File: src/pkg/spic_pkg.sv
`default_nettype none
package spic_pkg;
	// ------------------------------------------------------------
	// user constant indices
	// ------------------------------------------------------------
	localparam logic [7:0]  SPIC_IDX_SW_ONE     = 8'h01;
	localparam logic [7:0]  SPIC_IDX_SW_TWO     = 8'h02;
	localparam logic [7:0]  SPIC_IDX_FIRST_NUM  = 8'h03;
	localparam logic [7:0]  SPIC_IDX_SPD_REF_GN = 8'h03;
	localparam logic [7:0]  SPIC_IDX_SPD_LOOP   = 8'h04;
	localparam logic [7:0]  SPIC_IDX_JOG        = 8'h10;
	localparam logic [7:0]  SPIC_IDX_LAST       = 8'h2a;
	localparam int          SPIC_DEPTH          = 43;

	// ------------------------------------------------------------
	// switch bit positions
	// ------------------------------------------------------------
	localparam int          SPIC_BIT_INHIBIT    = 15;
	localparam int          SPIC_BIT_CONTACT_SP = 2;
	localparam int          SPIC_BIT_FILTER     = 15;
	localparam int          SPIC_BIT_MON_SRC    = 6;

	// ------------------------------------------------------------
	// reset values and jog limit
	// ------------------------------------------------------------
	localparam logic [15:0] SPIC_SW_RESET       = 16'h0000;
	localparam logic [15:0] SPIC_NUM_RESET      = 16'h0000;
	localparam logic [15:0] SPIC_JOG_RESET      = 16'h01f4;
	localparam logic [15:0] SPIC_JOG_MAX        = 16'h1388;

	// ------------------------------------------------------------
	// filter timing
	// ------------------------------------------------------------
	localparam int          SPIC_CLK_MHZ        = 100;
	localparam int          SPIC_LD_KPPS        = 450;
	localparam int          SPIC_OC_KPPS        = 200;
	localparam int          SPIC_LD_QTR_NS      = 1000000 / (4 * SPIC_LD_KPPS);
	localparam int          SPIC_OC_QTR_NS      = 1000000 / (4 * SPIC_OC_KPPS);
	localparam logic [9:0]  SPIC_LD_CYC         =
		10'(SPIC_LD_QTR_NS * SPIC_CLK_MHZ / 1000);
	localparam logic [9:0]  SPIC_OC_CYC         =
		10'(SPIC_OC_QTR_NS * SPIC_CLK_MHZ / 1000);

	// ------------------------------------------------------------
	// types
	// ------------------------------------------------------------
	typedef enum logic [0:0] {
		SPIC_CTRL_SPEED_TORQUE = 1'b0,
		SPIC_CTRL_POSITION     = 1'b1
	} spic_ctrl_e;

	typedef struct packed {
		logic        en;
		logic [7:0]  index;
		logic [15:0] data;
	} spic_cfg_wr_s;
endpackage
`default_nettype wire

File: src/hdl/spic_pulse_filter.sv
`timescale 1ns/1ps
`default_nettype none
module spic_pulse_filter
	import spic_pkg::*;
(
	input  wire logic clock,
	input  wire logic arst_n,
	input  wire logic clk_en,
	input  wire logic open_collector,
	input  wire logic pulse_in,
	output logic      pulse_edge
);
	// ------------------------------------------------------------
	// stability filter
	// ------------------------------------------------------------
	// a level is accepted only after holding for a quarter period of
	// the fastest legal pulse train; slower sources get a longer
	// window for better noise rejection on long open-collector runs
	logic [9:0] cnt_reg;
	logic [9:0] cnt_next;
	logic       level_reg;
	logic       level_next;
	logic       edge_reg;
	logic       edge_next;
	wire  [9:0] limit   = open_collector ? SPIC_OC_CYC : SPIC_LD_CYC;
	wire        differs = pulse_in != level_reg;
	wire        done    = differs && (cnt_reg >= limit - 10'h001);

	assign cnt_next   = (!differs || done) ? 10'h000 : cnt_reg + 10'h001;
	assign level_next = done ? pulse_in : level_reg;
	assign edge_next  = done && pulse_in;
	assign pulse_edge = edge_reg;

	always_ff @(posedge clock or negedge arst_n) begin
		if (!arst_n) begin
			cnt_reg   <= 10'h000;
			level_reg <= 1'b0;
			edge_reg  <= 1'b0;
		end else if (clk_en) begin
			cnt_reg   <= cnt_next;
			level_reg <= level_next;
			edge_reg  <= edge_next;
		end
	end
endmodule
`default_nettype wire

File: src/hdl/spic_core.sv
`timescale 1ns/1ps
`default_nettype none
module spic_core
	import spic_pkg::*;
(
	input  wire logic                  clock,
	input  wire logic                  arst_n,
	input  wire logic                  clk_en,
	input  wire spic_pkg::spic_ctrl_e  control_type,
	input  wire spic_pkg::spic_cfg_wr_s cfg_wr,
	input  wire logic [7:0]            rd_index,
	input  wire logic                  ref_pulse,
	input  wire logic                  ref_dir,
	input  wire logic                  mode_contact_input,
	input  wire logic [15:0]           torque_ref,
	input  wire logic [15:0]           speed_ref,
	output logic [15:0]                rd_data,
	output logic [31:0]                ref_count,
	output logic                       servo_lock,
	output logic                       speed_loop_pi,
	output logic                       filter_open_collector,
	output logic [15:0]                torque_monitor_out,
	output logic [15:0]                speed_monitor_out,
	output logic [15:0]                jog_rate,
	output logic [15:0]                speed_reference_gain,
	output logic [15:0]                speed_loop_gain
);
	// ------------------------------------------------------------
	// constant decode
	// ------------------------------------------------------------
	function automatic logic in_range(input logic [7:0] idx);
		in_range = (idx >= SPIC_IDX_SW_ONE) && (idx <= SPIC_IDX_LAST);
	endfunction

	function automatic logic [5:0] slot(input logic [7:0] idx);
		slot = idx[5:0];
	endfunction

	// ------------------------------------------------------------
	// user constant store
	// ------------------------------------------------------------
	// one word per index; switch words and numbers share the store
	logic [15:0] const_mem [SPIC_DEPTH];
	logic [15:0] rd_data_reg;
	logic [15:0] rd_data_next;
	logic [15:0] wr_value;

	wire wr_ok = cfg_wr.en && in_range(cfg_wr.index);
	wire wr_jog_over = (cfg_wr.index == SPIC_IDX_JOG) &&
		(cfg_wr.data > SPIC_JOG_MAX);
	assign wr_value = wr_jog_over ? SPIC_JOG_MAX : cfg_wr.data;

	always_ff @(posedge clock or negedge arst_n) begin
		if (!arst_n) begin
			for (int i = 0; i < SPIC_DEPTH; i++) begin
				const_mem[i] <= (8'(i) == SPIC_IDX_JOG) ? SPIC_JOG_RESET :
					(8'(i) < SPIC_IDX_FIRST_NUM) ? SPIC_SW_RESET :
					SPIC_NUM_RESET;
			end
		end else if (clk_en && wr_ok) begin
			const_mem[slot(cfg_wr.index)] <= wr_value;
		end
	end

	assign rd_data_next = in_range(rd_index) ?
		const_mem[slot(rd_index)] : 16'h0000;

	always_ff @(posedge clock or negedge arst_n) begin
		if (!arst_n) begin
			rd_data_reg <= 16'h0000;
		end else if (clk_en) begin
			rd_data_reg <= rd_data_next;
		end
	end
	assign rd_data = rd_data_reg;

	// ------------------------------------------------------------
	// switch fields
	// ------------------------------------------------------------
	wire [15:0] function_switch_word_one = const_mem[slot(SPIC_IDX_SW_ONE)];
	wire [15:0] function_switch_word_two = const_mem[slot(SPIC_IDX_SW_TWO)];
	wire [15:0] jog_speed_setting        = const_mem[slot(SPIC_IDX_JOG)];
	wire pos_mode = control_type == SPIC_CTRL_POSITION;
	wire inhibit_sel  = function_switch_word_one[SPIC_BIT_INHIBIT];
	wire contact_spd  = function_switch_word_two[SPIC_BIT_CONTACT_SP];
	// contact speed control takes the contact away from the inhibit
	wire inhibit_use  = pos_mode && inhibit_sel && !contact_spd;
	wire inhibit_now  = inhibit_use && mode_contact_input;

	assign filter_open_collector =
		function_switch_word_two[SPIC_BIT_FILTER];

	// contact selects P when not claimed by inhibit or contact speed use
	assign speed_loop_pi = inhibit_use || contact_spd ||
		!mode_contact_input;
	assign servo_lock    = inhibit_now;
	assign jog_rate      = jog_speed_setting;

	// numeric constants only mean something under their control type
	assign speed_reference_gain = pos_mode ? 16'h0000 :
		const_mem[slot(SPIC_IDX_SPD_REF_GN)];
	assign speed_loop_gain = pos_mode ?
		const_mem[slot(SPIC_IDX_SPD_LOOP)] : 16'h0000;

	// ------------------------------------------------------------
	// reference pulse counting
	// ------------------------------------------------------------
	logic        pulse_edge;
	logic [31:0] count_reg;
	logic [31:0] count_next;
	logic [15:0] panel_torque_check_reg;
	logic [15:0] panel_torque_check_next;
	logic [15:0] vmon_reg;

	spic_pulse_filter u_filter (
		.clock          (clock),
		.arst_n         (arst_n),
		.clk_en         (clk_en),
		.open_collector (filter_open_collector),
		.pulse_in       (ref_pulse),
		.pulse_edge     (pulse_edge)
	);

	// a pulse landing while inhibited is dropped, not deferred
	wire count_step = pos_mode && pulse_edge && !inhibit_now;
	assign count_next = !count_step ? count_reg :
		ref_dir ? count_reg - 32'h0000_0001 :
		count_reg + 32'h0000_0001;

	// ------------------------------------------------------------
	// monitors
	// ------------------------------------------------------------
	assign panel_torque_check_next = function_switch_word_two[SPIC_BIT_MON_SRC] ?
		speed_ref : torque_ref;

	always_ff @(posedge clock or negedge arst_n) begin
		if (!arst_n) begin
			count_reg <= 32'h0000_0000;
			panel_torque_check_reg  <= 16'h0000;
			vmon_reg  <= 16'h0000;
		end else if (clk_en) begin
			count_reg <= count_next;
			panel_torque_check_reg  <= panel_torque_check_next;
			vmon_reg  <= speed_ref;
		end
	end

	assign ref_count          = count_reg;
	assign torque_monitor_out = panel_torque_check_reg;
	assign speed_monitor_out  = vmon_reg;
endmodule
`default_nettype wire

File: config.mk
export PLATFORM = sky130hd
export DESIGN_NAME = spic_core
export DESIGN_NICKNAME = d
export VERILOG_FILES = /design/src/pkg/spic_pkg.sv /design/src/hdl/spic_pulse_filter.sv /design/src/hdl/spic_core.sv
export SDC_FILE = /design/constraint.sdc
export NUM_CORES = 2
export LEC_CHECK = 0
export CORE_MARGIN = 4
export CORE_UTILIZATION = 64
export CTS_BUF_LIST = sky130_fd_sc_hd__clkbuf_8 sky130_fd_sc_hd__clkbuf_16
export DETAILED_ROUTE_END_ITERATION = 8
export DONT_BUFFER_PORTS = 1
export GPL_ROUTABILITY_DRIVEN = 0
export HOLD_SLACK_MARGIN = 0.02
export PLACE_DENSITY = 0.84
export SLEW_MARGIN = 20
export SYNTH_ARGS = -nofsm -noshare
export SYNTH_HDL_FRONTEND = slang
export SYNTH_HIERARCHICAL = 1
export SYNTH_SLANG_ARGS = --single-unit
export TNS_END_PERCENT = 5
File: constraint.sdc
create_clock -name clock -period 2.9 [get_ports clock]
set_clock_uncertainty 0.1 [all_clocks]
set_input_delay 0.58 -clock clock [delete_from_list [all_inputs] [get_ports clock]]
set_output_delay 0.58 -clock clock [all_outputs]
set_load 0.01 [all_outputs]
==> out/results.ini <==
[floorplan]
die_area_um2=60810
die-height_um=246.6
die_x_um=246.6
rows=87
coreArea_um2=56390
pin_count=203
start_util_pct=64.62

[timing]
hold_violations=251
maxSlewViolCount=566
fmax_mhz=353.8
layout_setup_ws_ns=0.07352
setup_violations=0
hold_slack_ns=-0.4551
fin_crit_sh_pct=97.46
worst_slew_pin_slew_ns=3.628
max-slew-margin-rel_pct=-141.9
period_minus_slack_ns=2.826

[final_layout]
utilization_pct=70.82
nNetsFinal=3310
regArea_um2=19530
most-common-layout-cells=dfrtp_1, nand2_1, o21ai_0
fin_cells=4021
final_common_cell=dfrtp_1
multiInputGateArea_um2=15560
drive_gt1_share_pct=18.91
area_growth_pct=9.595
n_fill_cell=3678
design_area_um2=39930
largest_reg_flops=640
regMostFlops=const_mem

[placement]
io_buffers=0
post-place-cells=3853
placed_area_um2=37040
pre_cts_ws_ns=0.004180
hpwl_mm=63.04

[grt]
grt_pass1_wl_mm=162.1
grt_pass1_vias=28150
grt-ovfl-total=0
global_route.usage.met3_pct=12.90
use_met2_pct=52.56
grt_usage_pct=34.77
antenna_found_initial=3
grt_max_degree=781
busiest_layer=met2
use_met1_pct=45.28

[pwr]
vdd_drop_max_mv=0.4945
power.share.switching_pct=22.46
p_int_uw=17590
powerDensity_nw_per_um2=568.3
pwr-share-comb_pct=5.0
total_power_uw=22690
p_leak_uw=0.01829
pwr-share-seq_pct=50.0
power.switching_uw=5096
pwr-share-clk_pct=45.0

[setup_path]
cp_max_fo=780
reg2reg_depth=8
crit_path_end_kind=async pin
worst-setup-path-type=in2async
crit_arrival_ns=2.37
critPathRequiredTime_ns=2.44
cp.depth=0
timing.reg2reg.setup_slack_ns=0.16
start_kind=input pin

[detailed_routing]
drc=0
vias=27230
wl_per_cell_um=25.92
drt-pass1-iter-count=6
finalWirelength_mm=104.2
dr.first_iter.drc_count=3508
ant_nets=0
via_per_inst=6.772

[clocking]
cts_setup_buffers=0
cts_made_buffers=79
cts_buffer_depth=3
cts_max_level=3
ctsRootBufferMaster=clkbuf_16
cts_tree=done
postCtsHoldBufs=23
clock_sinks=780
clock_latency_ns=0.65
clk_pin_slew_ns=0.06

[outcome]
run_status=complete, but fails checks
violations=negative hold slack, max-slew violations

[logic_synthesis]
synth_nets=3398
avgSynthCellArea_um2=11.07
ys_ff_latch=780
yosys_warnings=6
synth_enable_flop_cells=0
synthArstFlopShare_pct=100.0
syn_inst=3291
yosysUniqueCellTypes=71
synth_area_um2=36430
seq_area_frac_synth_pct=53.59
yosys_most_used_dff=dfrtp_1

[flow_run]
cap_violations=0

[min_path]
hp-class=in2async

Yosys cell counts, types with 30 or more instances:
master / count / area (um^2)
nand2_1: 546 / 2049
dfrtp_1: 774 / 19370
buf_2: 42 / 210.2
mux2_2: 212 / 2387
mux4_2: 143 / 3221
o21ai_0: 517 / 2587
a21oi_1: 156 / 780.8
ha_1: 34 / 425.4
mux2i_1: 93 / 930.9
buf_4: 30 / 225.2
nor2b_1: 37 / 231.5
clkbuf_1: 213 / 799.5
nor2_1: 125 / 469.2
path summary, 6_finish.rpt:
| path | start | end |
|---|---|---|
| setup / recovery | arst_n | ref_count[0] |
| max in group clock | ref_count[0] | ref_count[26] |
| hold / removal | arst_n | speed_monitor_out[2] |
| min in group clock | clk_en | torque_monitor_out[13] |
| hold reg to reg | const_mem[686] | const_mem[686] |
| setup reg to reg | ref_count[0] | ref_count[26] |
final cells by class:
class                   instances  area share (%)
diodes                          2         0.01253
clock buffers                 104           5.897
clock inverters                37          0.6455
inverters                      14          0.1316
multi-input cells            2198           38.98
flip-flops and latches        780           48.90
well taps                     756           2.369
repair buffers                130           3.064
power groups by stage:
stage,sequential (uW),clock (uW),combinational [uW]
after floorplan,11500,0,891
after global placement,11500,0,987
after detailed placement,11500,0,1040
after CTS,11300,10200,1090
after global routing,11400,10700,1210
final,11400,10200,1140
routing by layer:
metal	wire [um]	vias up
met5	15	-
met4	5215	2
met3	14260	372
met2	47180	1798
met1	37560	13590
li1	-	11470
metrics by stage:
stage	hold slack (ns)	setup TNS [ns]
final	-0.4551	0
after global routing	-0.4715	-0.004550
after floorplan	0.1844	0
after detailed placement	0.2025	0
after CTS	-0.4582	0
after global placement	0.2004	0
cell families after synthesis:
logic type / Yosys count / synth area share (%)
simple gates: 869 / 10.31
compound gates: 816 / 12.37
flops: 780 / 53.59
mux: 448 / 17.95
buf+inv: 313 / 3.843
fa+ha+maj: 35 / 1.223
xor+xnor: 30 / 0.7211
repair_timing:
| item | CTS | global route |
|---|---|---|
| endpoints found under the setup margin | 0 | 1 |
| gates resized for setup | 0 | 2 |
| hold endpoints to repair | 816 | 774 |
No activity file was read; power rests on OpenSTA's default activity.
